$ cat src/exec_map.svh
// constant map for the arithmetic, compare, skip and branch execution unit
//
// Summary of operation
// - word add immediate: flags ZCNVS, two cycles
// - multiplies write R1:R0, flags Z C, two cycles
// - compare-skip-equal skips next, no flags, 1-3 cycles
// - compares set six flags, write nothing, one cycle
// - indirect call/jump load Z, clear high bits
// - signed ge branch when N xor V is 0
// - signed lt branch when N xor V is 1
// - overflow-clear branch taken only when V is 0
// - io-bit-clear skip tests low io bit, no flags
`ifndef EXEC_MAP_SVH
`define EXEC_MAP_SVH

// =============================================================
// status flag bit positions
`define FLG_C 3'h0
`define FLG_Z 3'h1
`define FLG_N 3'h2
`define FLG_V 3'h3
`define FLG_S 3'h4
`define FLG_H 3'h5
`define FLG_T 3'h6
`define FLG_I 3'h7
`define FLAGS_RST 8'h00

// =============================================================
// cycle counts
`define CYC_ALU    2'h1
`define CYC_WORD   2'h2
`define CYC_MUL    2'h2
`define CYC_JUMP   2'h2
`define CYC_BR_NT  2'h1
`define CYC_BR_TK  2'h2
`define CYC_SKIP_1 2'h2
`define CYC_SKIP_2 2'h3

// =============================================================
// program counter steps and constants
`define PC_STEP    2'h1
`define SKIP_ONE   2'h2
`define SKIP_TWO   2'h3
`define BYTE_ONES  8'hFF
`define BYTE_ZERO  8'h00
`define BYTE_ONE   8'h01

`endif

$ cat src/exec_pkg.sv
// types shared by the execution unit
package exec_pkg;

    typedef enum logic [4:0] {
        OP_ADD, OP_ADC, OP_SUB, OP_SBC, OP_AND, OP_OR, OP_EOR, OP_COM,
        OP_NEG, OP_INC, OP_DEC, OP_SER, OP_ADD_IMM_WORD, OP_SUB_IMM_WORD,
        OP_MUL_UU, OP_MUL_SS, OP_MULT_SIGNED_BY_UNSIGNED,
        OP_FRACTIONAL_PRODUCT, OP_FRAC_SS, OP_FRAC_SU,
        OP_CMP, OP_CMP_CARRY, OP_COMPARE_SKIP_EQUAL,
        OP_INDIRECT_JUMP_OP, OP_INDIRECT_SUBROUTINE_CALL,
        OP_BRANCH_SIGNED_GE, OP_BRANCH_SIGNED_LT, OP_BRANCH_NO_OVERFLOW,
        OP_BRANCH_FLAG_SET, OP_BRANCH_FLAG_CLR, OP_SKIP_IO_BIT_CLEAR
    } op_t;

    typedef enum logic [1:0] {
        DEST_NONE = 2'h0,
        DEST_RD   = 2'h1,
        DEST_PAIR = 2'h2,
        DEST_R1R0 = 2'h3
    } dest_t;

    // gray along idle -> wait
    typedef enum logic [1:0] {
        ST_IDLE = 2'h0,
        ST_WAIT = 2'h1
    } state_t;

    typedef struct packed {
        op_t         op;
        logic [7:0]  rd;        // first operand
        logic [7:0]  rr;        // register or immediate operand
        logic [15:0] word;      // register pair value
        logic [5:0]  kimm;      // word immediate
        logic [6:0]  koff;      // signed branch offset
        logic [15:0] zptr;
        logic [7:0]  io_byte;   // selected low io register
        logic [2:0]  bit_sel;   // io bit or status bit
        logic        next_two_word;
    } issue_t;

endpackage : exec_pkg

$ cat src/add8_flags.sv
// 8-bit add/subtract with carry, half-carry and overflow
`timescale 1ns/100ps
`default_nettype none
module add8_flags (
    // operands
    input  wire logic       a,
    input  wire logic [7:0] av,
    input  wire logic [7:0] bv,
    input  wire logic       cin,
    input  wire logic       sub,
    // results
    output logic [7:0]      sum,
    output logic            c,
    output logic            h,
    output logic            v
);
    logic [7:0] cb;

    always_comb begin
        if (sub) begin
            sum = av - bv - {7'h00, cin};
            cb  = (~av & bv) | (bv & sum) | (sum & ~av);
            v   = (av[7] & ~bv[7] & ~sum[7]) | (~av[7] & bv[7] & sum[7]);
        end else begin
            sum = av + bv + {7'h00, cin};
            cb  = (av & bv) | (bv & ~sum) | (~sum & av);
            v   = (av[7] & bv[7] & ~sum[7]) | (~av[7] & ~bv[7] & sum[7]);
        end
        c = cb[7] & a;
        h = cb[3] & a;
    end
endmodule : add8_flags
`default_nettype wire

$ cat src/cpu_alu_branch_exec.sv
// execution unit for arithmetic, multiply, compare, skip, call and branch operations
`timescale 1ns/100ps
`default_nettype none
`include "exec_map.svh"
module cpu_alu_branch_exec
    import exec_pkg::*;
#(
    parameter int PC_W        = 22,
    parameter int CALL_CYCLES = 2
) (
    // clock and reset
    input  wire logic             clk,
    input  wire logic             rst,
    // instruction issue
    input  wire logic             issue_valid,
    input  wire issue_t           issue,
    // direct status write
    input  wire logic             status_wr,
    input  wire logic [7:0]       status_wdata,
    // results
    output logic                  busy_ff,
    output logic                  done_ff,
    output var dest_t             dest_ff,
    output logic [15:0]           result_ff,
    output logic [7:0]            status_flags_ff,
    output logic [PC_W-1:0]       pc_ff,
    output logic [PC_W-1:0]       ret_addr_ff,
    output logic                  push_ret_ff
);
    // =========================================================
    // byte adder
    logic       add_sub;
    logic       add_cin;
    logic       add_flagged;
    logic [7:0] add_a;
    logic [7:0] add_b;
    logic [7:0] add_sum;
    logic       add_c;
    logic       add_h;
    logic       add_v;

    add8_flags u_add (
        .a   (add_flagged),
        .av  (add_a),
        .bv  (add_b),
        .cin (add_cin),
        .sub (add_sub),
        .sum (add_sum),
        .c   (add_c),
        .h   (add_h),
        .v   (add_v)
    );

    // =========================================================
    // operand shaping
    logic        accept;
    logic [7:0]  fl;
    logic [16:0] wsum;
    logic [17:0] prod;
    logic [15:0] prod_out;
    logic        sign_a;
    logic        sign_b;
    logic        frac;
    logic        nv;
    logic        cond;
    logic [PC_W-1:0] pc_next;
    logic [PC_W-1:0] pc_rel;
    logic [PC_W-1:0] pc_skip;

    assign accept  = issue_valid & ~busy_ff;
    assign fl      = status_flags_ff;
    assign nv      = fl[`FLG_N] ^ fl[`FLG_V];
    assign pc_next = pc_ff + PC_W'(`PC_STEP);
    assign pc_rel  = pc_next + {{(PC_W-7){issue.koff[6]}}, issue.koff};
    // skipped instruction length picks the distance
    assign pc_skip = pc_ff + (issue.next_two_word ? PC_W'(`SKIP_TWO) : PC_W'(`SKIP_ONE));

    always_comb begin
        add_a       = issue.rd;
        add_b       = issue.rr;
        add_cin     = 1'b0;
        add_sub     = 1'b0;
        add_flagged = 1'b1;
        case (issue.op)
            OP_ADC: begin
                add_cin = fl[`FLG_C];
            end
            OP_SUB, OP_CMP: begin
                add_sub = 1'b1;
            end
            OP_SBC, OP_CMP_CARRY: begin
                add_sub = 1'b1;
                add_cin = fl[`FLG_C];
            end
            OP_NEG: begin
                add_a   = `BYTE_ZERO;
                add_b   = issue.rd;
                add_sub = 1'b1;
            end
            OP_INC: begin
                add_b = `BYTE_ONE;
            end
            OP_DEC: begin
                add_b   = `BYTE_ONE;
                add_sub = 1'b1;
            end
            default: begin
                add_flagged = 1'b1;
            end
        endcase
    end

    // word add/subtract of a small constant
    always_comb begin
        if (issue.op == OP_SUB_IMM_WORD) begin
            wsum = {1'b0, issue.word} - {11'h000, issue.kimm};
        end else begin
            wsum = {1'b0, issue.word} + {11'h000, issue.kimm};
        end
    end

    // one 9x9 signed multiplier covers all signedness variants
    always_comb begin
        sign_a = 1'b0;
        sign_b = 1'b0;
        frac   = 1'b0;
        case (issue.op)
            OP_MUL_SS, OP_FRAC_SS: begin
                sign_a = 1'b1;
                sign_b = 1'b1;
            end
            OP_MULT_SIGNED_BY_UNSIGNED, OP_FRAC_SU: begin
                sign_a = 1'b1;
            end
            default: begin
                sign_a = 1'b0;
            end
        endcase
        if (issue.op == OP_FRACTIONAL_PRODUCT || issue.op == OP_FRAC_SS
                || issue.op == OP_FRAC_SU) begin
            frac = 1'b1;
        end
        prod = 18'($signed({sign_a & issue.rd[7], issue.rd})
                 * $signed({sign_b & issue.rr[7], issue.rr}));
        prod_out = frac ? {prod[14:0], 1'b0} : prod[15:0];
    end

    // =========================================================
    // per-instruction result, flags, pc and cycle count
    dest_t           nxt_dest;
    logic [15:0]     nxt_result;
    logic [7:0]      nxt_flags;
    logic [PC_W-1:0] nxt_pc;
    logic [1:0]      op_cycles;
    logic            op_push;

    always_comb begin
        nxt_dest   = DEST_NONE;
        nxt_result = 16'h0000;
        nxt_flags  = fl;
        nxt_pc     = pc_next;
        op_cycles  = `CYC_ALU;
        op_push    = 1'b0;
        cond       = 1'b0;
        case (issue.op)
            OP_ADD, OP_ADC, OP_SUB, OP_SBC, OP_NEG, OP_CMP, OP_CMP_CARRY: begin
                if (issue.op != OP_CMP && issue.op != OP_CMP_CARRY) begin
                    nxt_dest   = DEST_RD;
                    nxt_result = {8'h00, add_sum};
                end
                // compares only update flags, one cycle
                nxt_flags[`FLG_C] = add_c;
                nxt_flags[`FLG_H] = add_h;
                nxt_flags[`FLG_V] = add_v;
                nxt_flags[`FLG_N] = add_sum[7];
                nxt_flags[`FLG_S] = add_sum[7] ^ add_v;
                nxt_flags[`FLG_Z] = (add_sum == `BYTE_ZERO);
                // subtract-with-carry and compare-with-carry only keep zero across bytes
                if (issue.op == OP_SBC || issue.op == OP_CMP_CARRY) begin
                    nxt_flags[`FLG_Z] = (add_sum == `BYTE_ZERO) & fl[`FLG_Z];
                end
            end
            OP_INC, OP_DEC: begin
                nxt_dest          = DEST_RD;
                nxt_result        = {8'h00, add_sum};
                nxt_flags[`FLG_V] = add_v;
                nxt_flags[`FLG_N] = add_sum[7];
                nxt_flags[`FLG_S] = add_sum[7] ^ add_v;
                nxt_flags[`FLG_Z] = (add_sum == `BYTE_ZERO);
            end
            OP_AND, OP_OR, OP_EOR, OP_COM: begin
                nxt_dest = DEST_RD;
                case (issue.op)
                    OP_AND:  nxt_result = {8'h00, issue.rd & issue.rr};
                    OP_OR:   nxt_result = {8'h00, issue.rd | issue.rr};
                    OP_EOR:  nxt_result = {8'h00, issue.rd ^ issue.rr};
                    default: nxt_result = {8'h00, `BYTE_ONES - issue.rd};
                endcase
                nxt_flags[`FLG_V] = 1'b0;
                nxt_flags[`FLG_N] = nxt_result[7];
                nxt_flags[`FLG_S] = nxt_result[7];
                nxt_flags[`FLG_Z] = (nxt_result[7:0] == `BYTE_ZERO);
                if (issue.op == OP_COM) begin
                    nxt_flags[`FLG_C] = 1'b1;
                end
            end
            OP_SER: begin
                nxt_dest   = DEST_RD;
                nxt_result = {8'h00, `BYTE_ONES};
            end
            OP_ADD_IMM_WORD, OP_SUB_IMM_WORD: begin
                nxt_dest   = DEST_PAIR;
                nxt_result = wsum[15:0];
                op_cycles  = `CYC_WORD;
                if (issue.op == OP_ADD_IMM_WORD) begin
                    nxt_flags[`FLG_C] = wsum[16];
                    nxt_flags[`FLG_V] = ~issue.word[15] & wsum[15];
                end else begin
                    nxt_flags[`FLG_C] = wsum[15] & ~issue.word[15];
                    nxt_flags[`FLG_V] = issue.word[15] & ~wsum[15];
                end
                nxt_flags[`FLG_N] = wsum[15];
                nxt_flags[`FLG_S] = wsum[15] ^ nxt_flags[`FLG_V];
                nxt_flags[`FLG_Z] = (wsum[15:0] == 16'h0000);
            end
            OP_MUL_UU, OP_MUL_SS, OP_MULT_SIGNED_BY_UNSIGNED,
            OP_FRACTIONAL_PRODUCT, OP_FRAC_SS, OP_FRAC_SU: begin
                nxt_dest          = DEST_R1R0;
                nxt_result        = prod_out;
                nxt_flags[`FLG_C] = prod[15];
                nxt_flags[`FLG_Z] = (prod_out == 16'h0000);
                op_cycles         = `CYC_MUL;
            end
            OP_COMPARE_SKIP_EQUAL, OP_SKIP_IO_BIT_CLEAR: begin
                if (issue.op == OP_COMPARE_SKIP_EQUAL) begin
                    cond = (issue.rd == issue.rr);
                end else begin
                    cond = ~issue.io_byte[issue.bit_sel];
                end
                if (cond) begin
                    nxt_pc    = pc_skip;
                    op_cycles = issue.next_two_word ? `CYC_SKIP_2 : `CYC_SKIP_1;
                end
            end
            OP_INDIRECT_JUMP_OP, OP_INDIRECT_SUBROUTINE_CALL: begin
                nxt_pc    = {{(PC_W-16){1'b0}}, issue.zptr};
                op_cycles = `CYC_JUMP;
                if (issue.op == OP_INDIRECT_SUBROUTINE_CALL) begin
                    op_push   = 1'b1;
                    op_cycles = 2'(CALL_CYCLES);
                end
            end
            OP_BRANCH_SIGNED_GE, OP_BRANCH_SIGNED_LT, OP_BRANCH_NO_OVERFLOW,
            OP_BRANCH_FLAG_SET, OP_BRANCH_FLAG_CLR: begin
                case (issue.op)
                    OP_BRANCH_SIGNED_GE:   cond = ~nv;
                    OP_BRANCH_SIGNED_LT:   cond = nv;
                    OP_BRANCH_NO_OVERFLOW: cond = ~fl[`FLG_V];
                    OP_BRANCH_FLAG_SET:    cond = fl[issue.bit_sel];
                    default:               cond = ~fl[issue.bit_sel];
                endcase
                op_cycles = `CYC_BR_NT;
                if (cond) begin
                    nxt_pc    = pc_rel;
                    op_cycles = `CYC_BR_TK;
                end
            end
            default: begin
                nxt_dest = DEST_NONE;
            end
        endcase
    end

    // =========================================================
    // sequencing: outputs land at accept, done at the last cycle
    state_t          state_ff;
    state_t          nxt_state;
    logic [1:0]      cnt_ff;
    logic [1:0]      nxt_cnt;
    logic            nxt_done;
    dest_t           nxt_dest_q;
    logic [15:0]     nxt_result_q;
    logic [7:0]      nxt_flags_q;
    logic [PC_W-1:0] nxt_pc_q;
    logic [PC_W-1:0] nxt_ret;
    logic            nxt_push;

    always_comb begin
        nxt_state    = state_ff;
        nxt_cnt      = cnt_ff;
        nxt_done     = 1'b0;
        nxt_dest_q   = dest_ff;
        nxt_result_q = result_ff;
        nxt_flags_q  = status_flags_ff;
        nxt_pc_q     = pc_ff;
        nxt_ret      = ret_addr_ff;
        nxt_push     = 1'b0;
        // instruction update wins over a direct status write
        if (status_wr) begin
            nxt_flags_q = status_wdata;
        end
        case (state_ff)
            ST_IDLE: begin
                if (accept) begin
                    nxt_dest_q   = nxt_dest;
                    nxt_result_q = nxt_result;
                    nxt_flags_q  = nxt_flags;
                    nxt_pc_q     = nxt_pc;
                    nxt_push     = op_push;
                    if (op_push) begin
                        nxt_ret = pc_next;
                    end
                    if (op_cycles == `CYC_ALU) begin
                        nxt_done = 1'b1;
                    end else begin
                        nxt_state = ST_WAIT;
                        nxt_cnt   = op_cycles - 2'h2;
                    end
                end
            end
            ST_WAIT: begin
                if (cnt_ff == 2'h0) begin
                    nxt_done  = 1'b1;
                    nxt_state = ST_IDLE;
                end else begin
                    nxt_cnt = cnt_ff - 2'h1;
                end
            end
            default: begin
                nxt_state = ST_IDLE;
            end
        endcase
    end

    always_ff @(posedge clk or posedge rst) begin
        if (rst) begin
            state_ff        <= ST_IDLE;
            cnt_ff          <= 2'h0;
            busy_ff         <= 1'b0;
            done_ff         <= 1'b0;
            dest_ff         <= DEST_NONE;
            result_ff       <= 16'h0000;
            status_flags_ff <= `FLAGS_RST;
            pc_ff           <= '0;
            ret_addr_ff     <= '0;
            push_ret_ff     <= 1'b0;
        end else begin
            state_ff        <= nxt_state;
            cnt_ff          <= nxt_cnt;
            busy_ff         <= (nxt_state == ST_WAIT);
            done_ff         <= nxt_done;
            dest_ff         <= nxt_dest_q;
            result_ff       <= nxt_result_q;
            status_flags_ff <= nxt_flags_q;
            pc_ff           <= nxt_pc_q;
            ret_addr_ff     <= nxt_ret;
            push_ret_ff     <= nxt_push;
        end
    end
endmodule : cpu_alu_branch_exec
`default_nettype wire

$ cat config.mk
export PLATFORM = sky130hd
export DESIGN_NAME = cpu_alu_branch_exec
export DESIGN_NICKNAME = d
export VERILOG_FILES = /design/src/exec_pkg.sv /design/src/add8_flags.sv /design/src/cpu_alu_branch_exec.sv
export VERILOG_INCLUDE_DIRS = /design/src
export SDC_FILE = /design/constraint.sdc
export NUM_CORES = 1
export LEC_CHECK = 0
export BUFFER_PORTS_ARGS = -buffer_cell sky130_fd_sc_hd__buf_2
export CAP_MARGIN = 20
export CORE_MARGIN = 2
export CORE_UTILIZATION = 42
export CTS_BUF_LIST = sky130_fd_sc_hd__clkbuf_4
export CTS_CLUSTER_DIAMETER = 200
export DETAILED_ROUTE_END_ITERATION = 6
export PLACE_DENSITY_LB_ADDON = 0.08
export REMOVE_ABC_BUFFERS = 1
export SLEW_MARGIN = 10
export SYNTH_ARGS = -nofsm -noshare
export SYNTH_HDL_FRONTEND = slang
export SYNTH_HIERARCHICAL = 1
export SYNTH_SLANG_ARGS = --single-unit
$ cat constraint.sdc
create_clock -name clk -period 5.8 [get_ports clk]
set_input_delay 0 -clock clk [delete_from_list [all_inputs] [get_ports clk]]
set_output_delay 0 -clock clk [all_outputs]
set_load 0.05 [all_outputs]
==> flow_summary.json, run 1 <==
{
  "drv_cap": 0,
  "grt_first_pass_wirelength_mm": 62.5,
  "drt-wirelength-per-cell_um": 19.5,
  "dieArea_sq_mm": 0.0298,
  "dpl.hpwl_mm": 31.5,
  "rows": 61,
  "clk_root_buffer_cell": "clkbuf_4",
  "grt.total_usage": 0.261,
  "crit_type": "in -> reg",
  "rsz0062_at_grt": "false",
  "seq_area_sq_mm": 0.00193,
  "fmax_mhz": 190,
  "dr_wl_met2_mm": 19.2,
  "final_util": 0.492,
  "slew_viol_final": 0,
  "min_period_ns": 5.27,
  "syn_inst": 1477,
  "fin_crit_sh": 0.909,
  "synth_compound_gate_area_share": 0.221,
  "async_flop_share": 1.00,
  "fp.dieW_um": 173,
  "nFillCells": 2858,
  "critical_path.endpoint_type": "register",
  "grt_max_degree": 78,
  "worstSkewPairLatency_ns": 0.48,
  "num_vias": 11671,
  "die_y_um": 173,
  "drive_gt1_frac": 0.164,
  "status": "finished clean",
  "post-route-drc-count": 0,
  "tns_ns": 0,
  "core_sq_mm": 0.0279,
  "cp-start-kind": "primary input",
  "yosys_warnings": 6,
  "p_per_area_mw_per_mm2": 344,
  "mostFrequentLayoutCell": "inv_1",
  "grt_overflow": 0,
  "synth_area_sq_mm": 0.0120,
  "synth_top_family_by_area": "adder cells",
  "io_buffer_count": 162,
  "path_max_fanout": 4,
  "ys_seq_area_frac": 0.161,
  "synth_mux_area_frac": 0.0607,
  "min_path_type": "in -> reg",
  "clock_skew_ns": 0.0305,
  "area_growth_syn_to_layout_pct": 14.8,
  "start_util": 0.428,
  "num-nets-final": 1925,
  "gp_congestion": 0.922,
  "wl_met1_mm": 17.5,
  "power_leakage_nw": 6.53,
  "firstDrtPassIters": 6,
  "synth_fa_ha_area_frac": 0.240,
  "ir_drop_v": 0.000152,
  "hold_viol": 0,
  "highest_layer": "met4",
  "drt_iter0_drc": 819,
  "synth_seq_cells": 77,
  "met3WireLength_mm": 1.83,
  "most-common-layout-cells": "166 x inv_1, 162 x buf_2, 154 x nor2_1",
  "cts_max_level": 3,
  "antenna_found_initial": 1,
  "synthXorXnorAreaFrac": 0.0640,
  "clockBufferDepth": 2,
  "vias_per_cell": 5.74,
  "synth.distinct_cells": 93,
  "cts-buffers-inserted": 9,
  "required_ns": 6.18,
  "wirelength_mm": 39.6,
  "ios": 163,
  "clkTransAtPathRegs_ns": 0.15,
  "relSlewSlack": 0.366,
  "setup_viol": 0,
  "synth_flop_cell": "dfrtp_1",
  "multiInputGateArea_sq_mm": 0.00919,
  "cts.sink_count": 77,
  "synth_edf_count": 0,
  "final_antenna_net_count": 0,
  "avgSynthCellArea_sq_um": 8.10,
  "arrival_ns": 5.65,
  "cts_tree": "built",
  "grt_pass1_vias": 11529,
  "tightest_slew_ns": 0.941,
  "yosys.area_share.simple": 0.180
}
[critical path, cell delays in order]
cell and delay, ns:
buf_2 0.13, or3b_2 0.53, o22ai_1 0.32, nand4_1 0.18
fa_1 0.56, fa_1 0.55, inv_1 0.05, fa_1 0.50
fa_1 0.55, inv_1 0.05, fa_1 0.50, inv_1 0.04
ha_1 0.29, o21ai_0 0.10, a21boi_0 0.17, buf_4 0.18
o21a_1 0.17, o21a_1 0.21, o2111a_1 0.26, a41oi_1 0.20
o21ai_0 0.10
[sequential cells by signal, summed over array words and instances (netlist names)]
register	flops
busy_ff	1
cnt_ff	2
dest_ff	2
done_ff	1
pc_ff	22
push_ret_ff	1
result_ff	16
ret_addr_ff	22
state_ff	2
status_flags_ff	8
[report_power, final]
part | switching [mW] | internal, mW | leakage (nW) | total, mW
clock | 0.219 | 0.216 | 0.0924 | 0.436
combinational | 2.13 | 1.23 | 5.47 | 3.36
sequential | 0.242 | 0.684 | 0.967 | 0.926
[cell families after synthesis]
logic type                 Yosys count
AOI/OAI and AO/OA                  393
xor gates and xnor gates            85
adders and majority gates          187
buffers and inverters              227
DFF                                 77
muxes                               58
other                                2
and+or+nand+nor                    448
[Yosys cell counts (5+ instances only)]
cell type | number | area (sq um)
nor3_1 | 34 | 170
o2111ai_1 | 6 | 52.6
a21oi_1 | 89 | 445
nor4_1 | 12 | 75.1
o21a_1 | 21 | 158
a32oi_1 | 6 | 52.6
a221oi_1 | 17 | 149
mux2i_1 | 20 | 200
nand2_1 | 108 | 405
a22o_1 | 15 | 131
ha_1 | 115 | 1440
nand4_1 | 15 | 93.8
clkbuf_1 | 48 | 180
fa_1 | 71 | 1420
nor2b_1 | 14 | 87.6
inv_1 | 167 | 627
a21boi_0 | 5 | 37.5
nor2_1 | 154 | 578
nor3b_1 | 5 | 37.5
a31oi_1 | 13 | 81.3
o22ai_1 | 14 | 87.6
nand2b_1 | 14 | 87.6
a211oi_1 | 11 | 82.6
o21ai_0 | 91 | 455
xor2_1 | 32 | 280
or3_1 | 11 | 68.8
and2_1 | 13 | 81.3
nand3_1 | 27 | 135
and3_1 | 12 | 75.1
dfrtp_1 | 77 | 1930
o221ai_1 | 9 | 78.8
a21o_1 | 19 | 143
a2bb2oi_1 | 8 | 70.1
xnor2_1 | 51 | 447
a22oi_1 | 8 | 60.1
mux2_2 | 29 | 327
o211ai_1 | 6 | 45.0
a31o_2 | 6 | 52.6
o31a_1 | 5 | 43.8
[through the flow]
stage               instance area, sq um  total power [mW]  cells  hold WS (ns)  setup WS [ns]
floorplan                          11700              3.34   1420         0.151          0.438
global placement                   13200              4.23   1986         0.233          0.131
detailed placement                 13200              4.25   1986         0.239         0.0444
CTS                                13700              4.73   2030       0.00931          0.551
global route                       13700              5.11   2032        0.0580          0.139
finish                             13700              4.72   2033        0.0323          0.527
[timing repair]
action	4_1_cts	5_1_grt
hold endpoints to repair	100	0
buffers inserted	0	0
gates resized for setup	0	0
hold buffers	29	0
[path summary, 6_finish.rpt]
| path | endpoint | startpoint | slack (ns) | cells past startpoint |
|---|---|---|---|---|
| min in group asynchronous | ret_addr_ff[4] | rst | 0.16 | 4 |
| max in group asynchronous | busy_ff | rst | 4.99 | 5 |
| setup reg to reg | status_flags_ff[4] | status_flags_ff[0] | 1.38 | 15 |
| hold reg to reg | dest_ff[0] | dest_ff[0] | 0.50 | 2 |
| hold / removal | status_flags_ff[6] | status_wr | 0.03 | 3 |
| setup / recovery | status_flags_ff[1] | issue[76] | 0.53 | 21 |
[cell type report]
cell class	instances	share of cell area
Sequential cell	77	0.140
Antenna cell	2	0.000364
Multi-Input combinational cell	1174	0.669
Clock buffer	9	0.00492
Tap cell	378	0.0344
Inverter	169	0.0463
Clock inverter	6	0.00811
Timing Repair Buffer	218	0.0964
[layer usage]
layer  up-vias  global-route usage
li1       5567                   -
met5         -                   0
met2       332               0.452
met1      5712               0.340
met4         0              0.0766
met3        60              0.0328
(Power assumes the default switching activity.)
==> run 2: changes to the inputs <==
==> constraint.sdc (replaced) <==
create_clock -name clk -period 4.5 [get_ports clk]
set_input_delay 0 -clock clk [delete_from_list [all_inputs] [get_ports clk]]
set_output_delay 0 -clock clk [all_outputs]
set_load 0.05 [all_outputs]
==> flow_summary.json, run 2 (synthesized netlist as in run 1, its figures left out) <==
{
  "critical_path.endpoint_type": "register",
  "ios": 163,
  "fmax_mhz": 211,
  "rows": 61,
  "tightest_slew_ns": 0.941,
  "mostFrequentLayoutCell": "buf_4",
  "drt-wirelength-per-cell_um": 18.9,
  "dieArea_sq_mm": 0.0298,
  "core_sq_mm": 0.0279,
  "p_int_mw": 3.24,
  "holdWs_ns": 0.0361,
  "final_antenna_net_count": 0,
  "combPwrFrac": 0.764,
  "crit_slowest_cell": "fa_1",
  "num_vias": 12266,
  "relSlewSlack": 0.368,
  "switchingPower_mw": 3.67,
  "grt_first_pass_wirelength_mm": 66.4,
  "vias_per_cell": 5.55,
  "hold_viol": 0,
  "cp_common_cell": "fa_1",
  "setup_viol": 9,
  "io_buffer_count": 162,
  "crit_chain": "buf_8, or3b_4, o22ai_2, buf_6, nand4_1, fa_1, fa_1, inv_1, fa_1, fa_1, inv_2, fa_1, inv_2, ha_4, o21ai_4, a21boi_2, buf_4, o21a_1, o21a_1, o2111a_1, a41oi_2, o21ai_1",
  "min_path_type": "in -> reg",
  "firstDrtPassIters": 5,
  "top_regs": "pc_ff (22), ret_addr_ff (22), result_ff (16)",
  "clkTransAtPathRegs_ns": 0.16,
  "pre_cts_ws_ns": -1.30,
  "fp.dieW_um": 173,
  "cp-start-kind": "primary input",
  "grt.total_usage": 0.278,
  "area_growth_syn_to_layout_pct": 28.8,
  "start_util": 0.428,
  "ir_drop_v": 0.000385,
  "nFillCells": 2720,
  "clk_root_buffer_cell": "clkbuf_4",
  "path_max_fanout": 4,
  "slew_viol_final": 0,
  "cts_max_level": 3,
  "cts-buffers-inserted": 9,
  "cts_tree": "built",
  "crit_buf_inv": 6,
  "p_seq_frac": 0.165,
  "grt_pass1_vias": 12233,
  "gp_congestion": 0.940,
  "num-nets-final": 2101,
  "cpPeakStageDelay_ns": 0.55,
  "power_leakage_nw": 7.41,
  "grt_overflow": 0,
  "clockBufferDepth": 2,
  "required_ns": 4.88,
  "worstSkewPairLatency_ns": 0.48,
  "wirelength_mm": 41.7,
  "grt_max_degree": 50,
  "p_sw_frac": 0.532,
  "violations": "setup timing",
  "status": "finished, violations left",
  "post-route-drc-count": 0,
  "antenna_found_initial": 1,
  "arrival_ns": 5.12,
  "drive_gt1_frac": 0.271,
  "dpl.hpwl_mm": 33.4,
  "p_per_area_mw_per_mm2": 448,
  "fin_ws_ns": -0.237,
  "clkPwrFrac": 0.072,
  "die_y_um": 173,
  "rsz0062_at_grt": "true",
  "drv_cap": 0,
  "drt_iter0_drc": 990,
  "most-common-layout-cells": "193 x buf_4, 162 x inv_1, 159 x buf_2",
  "fin_crit_sh": 1.05,
  "clock_skew_ns": 0.0334,
  "path_delay_family": "adder cells",
  "cts.sink_count": 77,
  "crit_type": "in -> reg",
  "min_period_ns": 4.74
}
-- run 2: changes by cell type in the layout (fill, tap and decap cells not counted), moves of 4 or more --
cell     delta
ha_1        -7
ha_4        +5
buf_12      +4
o21ai_1    +10
nor2_2      +6
a21oi_2     +4
a21oi_1     -5
buf_6       +4
inv_1       -4
o21ai_0    -13
buf_4     +167
nor2_1      -7
-- run 2: metal layers --
layer,GRT usage,up-vias,wire length (um)
met2,0.475,363,20300
met1,0.367,5897,18400
met4,0.0971,0,1250
met3,0.0273,72,1790
li1,-,5934,-
met5,0,-,0
-- run 2: area by class of cell --
| class | instances | area (sq um) | share of cell area |
|---|---|---|---|
| Antenna cell | 1 | 2.50 | 0.000162 |
| Clock buffer | 9 | 67.6 | 0.00438 |
| Clock inverter | 7 | 82.6 | 0.00536 |
| Inverter | 169 | 638 | 0.0414 |
| Multi-Input combinational cell | 1174 | 9490 | 0.615 |
| Sequential cell | 77 | 1930 | 0.125 |
| Tap cell | 378 | 473 | 0.0307 |
| Timing Repair Buffer | 394 | 2740 | 0.178 |
-- run 2: what timing repair did --
action,CTS,global route
setup endpoints to repair,10,13
cloned,1,0
hold buffers,32,0
endpoints found under the hold margin,60,0
buffers inserted,34,6
pin swaps,43,11
resized for setup,74,22
-- run 2: final timing paths --
| path | cells after the start | to | start | slack, ns |
|---|---|---|---|---|
| max in group asynchronous | 4 | dest_ff[1] | rst | 3.32 |
| worst min register to register | 2 | dest_ff[1] | dest_ff[1] | 0.49 |
| worst max register to register | 13 | pc_ff[21] | pc_ff[4] | 0.18 |
| min in group asynchronous | 3 | ret_addr_ff[4] | rst | 0.13 |
| worst max-delay path | 22 | status_flags_ff[1] | issue[75] | -0.24 |
| worst min-delay path | 5 | pc_ff[15] | issue[27] | 0.04 |
-- run 2: metrics by stage --
| step | cells | power [mW] | area, sq um | utilization | TNS, ns |
|---|---|---|---|---|---|
| detailed placement | 2122 | 5.91 | 14300 | 0.511 | -11.50 |
| floorplan | 1420 | 4.30 | 11700 | - | -5.23 |
| global placement | 2122 | 5.88 | 14300 | 0.511 | -10.35 |
| CTS | 2205 | 6.79 | 15300 | 0.547 | -1.04 |
| global route | 2209 | 7.43 | 15400 | 0.552 | -3.02 |
| finish | 2209 | 6.91 | 15400 | 0.552 | -1.39 |
-- run 2: tightest hold or removal path: stages --
cell and delay [ns]:
buf_2 0.10, a221oi_1 0.08, o31ai_1 0.11, o31ai_1 0.07, a21oi_1 0.12
-- run 2: power groups by stage --
| stage | combinational [mW] | sequential [mW] | clock [mW] |
|---|---|---|---|
| finish | 5.27 | 1.14 | 0.494 |
| global route | 5.74 | 1.17 | 0.525 |
| CTS | 5.16 | 1.13 | 0.503 |
| detailed placement | 4.76 | 1.15 | 0 |
| global placement | 4.73 | 1.14 | 0 |
| floorplan | 2.52 | 1.78 | 0 |
==> run 3: changes to the inputs <==
==> constraint.sdc (replaced) <==
create_clock -name clk -period 4.5 [get_ports clk]
set_input_delay 0.225 -clock clk [delete_from_list [all_inputs] [get_ports clk]]
set_output_delay 0.225 -clock clk [all_outputs]
set_load 0.05 [all_outputs]
==> flow_summary.json, run 3 (synthesized netlist as in run 1, its figures left out) <==
{
  "num-nets-final": 2052,
  "arrival_ns": 5.37,
  "num_vias": 12042,
  "clk_root_buffer_cell": "clkbuf_4",
  "clock_skew_ns": 0.0355,
  "dieArea_sq_mm": 0.0298,
  "final_util": 0.544,
  "r2r-start": "pc_ff[4]",
  "multiInputGateArea_sq_mm": 0.00960,
  "core_sq_mm": 0.0279,
  "grt.total_usage": 0.274,
  "mostFrequentLayoutCell": "buf_4",
  "clkTransAtPathRegs_ns": 0.17,
  "slew_viol_final": 0,
  "fin_ws_ns": -0.455,
  "p_per_area_mw_per_mm2": 478,
  "final_antenna_net_count": 0,
  "pre_cts_ws_ns": -1.51,
  "hold_viol": 0,
  "vias_per_cell": 5.58,
  "tightest_slew_ns": 0.869,
  "gp_congestion": 0.922,
  "min_to": "pc_ff[0]",
  "fin_crit_sh": 1.10,
  "firstDrtPassIters": 6,
  "dpl-instance-area_sq_mm": 0.0143,
  "final_area_sq_mm": 0.0152,
  "rsz0062_at_grt": "true",
  "relSlewSlack": 0.417,
  "path_max_fanout": 4,
  "min_period_ns": 4.96,
  "cpPeakStageDelay_ns": 0.55,
  "seq_area_sq_mm": 0.00193,
  "most-common-layout-cells": "165 x buf_4, 160 x inv_1, 159 x buf_2",
  "final_cells": 2160,
  "top_regs": "pc_ff (22), ret_addr_ff (22), result_ff (16)",
  "fmax_mhz": 202,
  "grt_pass1_vias": 11975,
  "dpl.hpwl_mm": 33.6,
  "cts-buffers-inserted": 9,
  "antenna_found_initial": 1,
  "cp-start-kind": "primary input",
  "area_growth_syn_to_layout_pct": 27.0,
  "fp.dieW_um": 173,
  "ios": 163,
  "crit_type": "in -> reg",
  "cts.sink_count": 77,
  "nFillCells": 2758,
  "worstSkewPairLatency_ns": 0.50,
  "crit_chain": "buf_8, or3b_4, o22ai_2, buf_6, nand4_1, fa_1, fa_1, inv_1, fa_1, fa_1, inv_2, fa_1, inv_2, ha_4, o21ai_4, a21boi_4, buf_6, o21a_1, o21a_1, buf_4, nor3_2, nor2_1, o21ai_1",
  "whs_path_depth": 3,
  "drive_gt1_frac": 0.273,
  "violations": "setup timing",
  "status": "finished, violations left",
  "crit_buf_inv": 7,
  "power_leakage_nw": 7.29,
  "cts_tree": "built",
  "die_y_um": 173,
  "path_delay_family": "adder cells",
  "wirelength_mm": 41.0,
  "grt_first_pass_wirelength_mm": 65.6,
  "start_util": 0.428,
  "clockBufferDepth": 2,
  "rows": 61,
  "cts_max_level": 3,
  "grt_max_degree": 52,
  "regToRegSetupSlack_ns": 0.26,
  "ir_drop_v": 0.000636,
  "min-delay-start": "issue[12]",
  "min_path_type": "in -> reg",
  "r2r_end": "pc_ff[21]",
  "setup_viol": 10,
  "grt_overflow": 0,
  "worstRegToRegCells": 14,
  "cp_common_cell": "fa_1",
  "critical_path.endpoint_type": "register",
  "drt-wirelength-per-cell_um": 19.0,
  "io_buffer_count": 162,
  "required_ns": 4.91,
  "drv_cap": 0,
  "crit_slowest_cell": "fa_1",
  "numPlacedInstances": 2129,
  "post-route-drc-count": 0,
  "drt_iter0_drc": 740
}
## run 3: changes by cell type in the layout (fill, tap and decap cells not counted), moves of 3 or more
cell / before / now
buf_4: 193 / 165
dlygate4sd3_1: 32 / 4
bufinv_16: 1 / 4
buf_6: 4 / 9
## run 3: power by group
| part | internal, mW | switching, mW | total (mW) |
|---|---|---|---|
| Sequential | 0.883 | 0.248 | 1.13 |
| Clock | 0.340 | 0.302 | 0.642 |
| Combinational | 2.28 | 3.22 | 5.50 |
| Total | 3.50 | 3.77 | 7.27 |
## run 3: tightest hold or removal path, stage by stage
cell	delay, ns
buf_2	0.08
a221oi_1	0.06
o22ai_1	0.14
## run 3: area by class of cell
type,count,area share
Multi-Input combinational cell,1174,0.632
Timing Repair Buffer,345,0.154
Sequential cell,77,0.127
Inverter,169,0.0420
Tap cell,378,0.0311
Clock inverter,7,0.00963
Clock buffer,9,0.00445
Antenna cell,1,0.000165
## run 3: what timing repair did
| item | in CTS | in global routing |
|---|---|---|
| endpoints found under the hold margin | 36 | 0 |
| hold buffers | 4 | 0 |
| setup buffers | 1 | 8 |
| pin swaps | 53 | 38 |
| resized for setup | 78 | 44 |
| gates cloned | 1 | 0 |
| endpoints found under the setup margin | 10 | 10 |
## run 3: per-layer routing
layer / GRT usage / vias up / wire (um)
met5: 0 / - / 0
met4: 0.0773 / 0 / 903
met3: 0.0259 / 47 / 1770
met2: 0.480 / 333 / 20300
met1: 0.359 / 5827 / 18000
li1: - / 5835 / -
## run 3: stage by stage
stage | power (mW) | hold WS, ns | TNS [ns]
global route | 7.78 | 0.0577 | -4.92
finish | 7.27 | 0.0421 | -3.12
CTS | 6.87 | 0.0356 | -3.23
detailed placement | 5.95 | 0.317 | -13.96
floorplan | 4.30 | 0.376 | -7.48
global placement | 5.92 | 0.308 | -13.13
## run 3: how the worst max path moves through the flow
stage / from / to / cells past startpoint
after CTS: issue[75] / status_flags_ff[1] / 22
after floorplan: issue[76] / result_ff[15] / 19
final: issue[75] / result_ff[12] / 23
after global placement: issue[76] / status_flags_ff[1] / 22
after global routing: issue[75] / status_flags_ff[1] / 22
after detailed placement: issue[76] / status_flags_ff[1] / 22
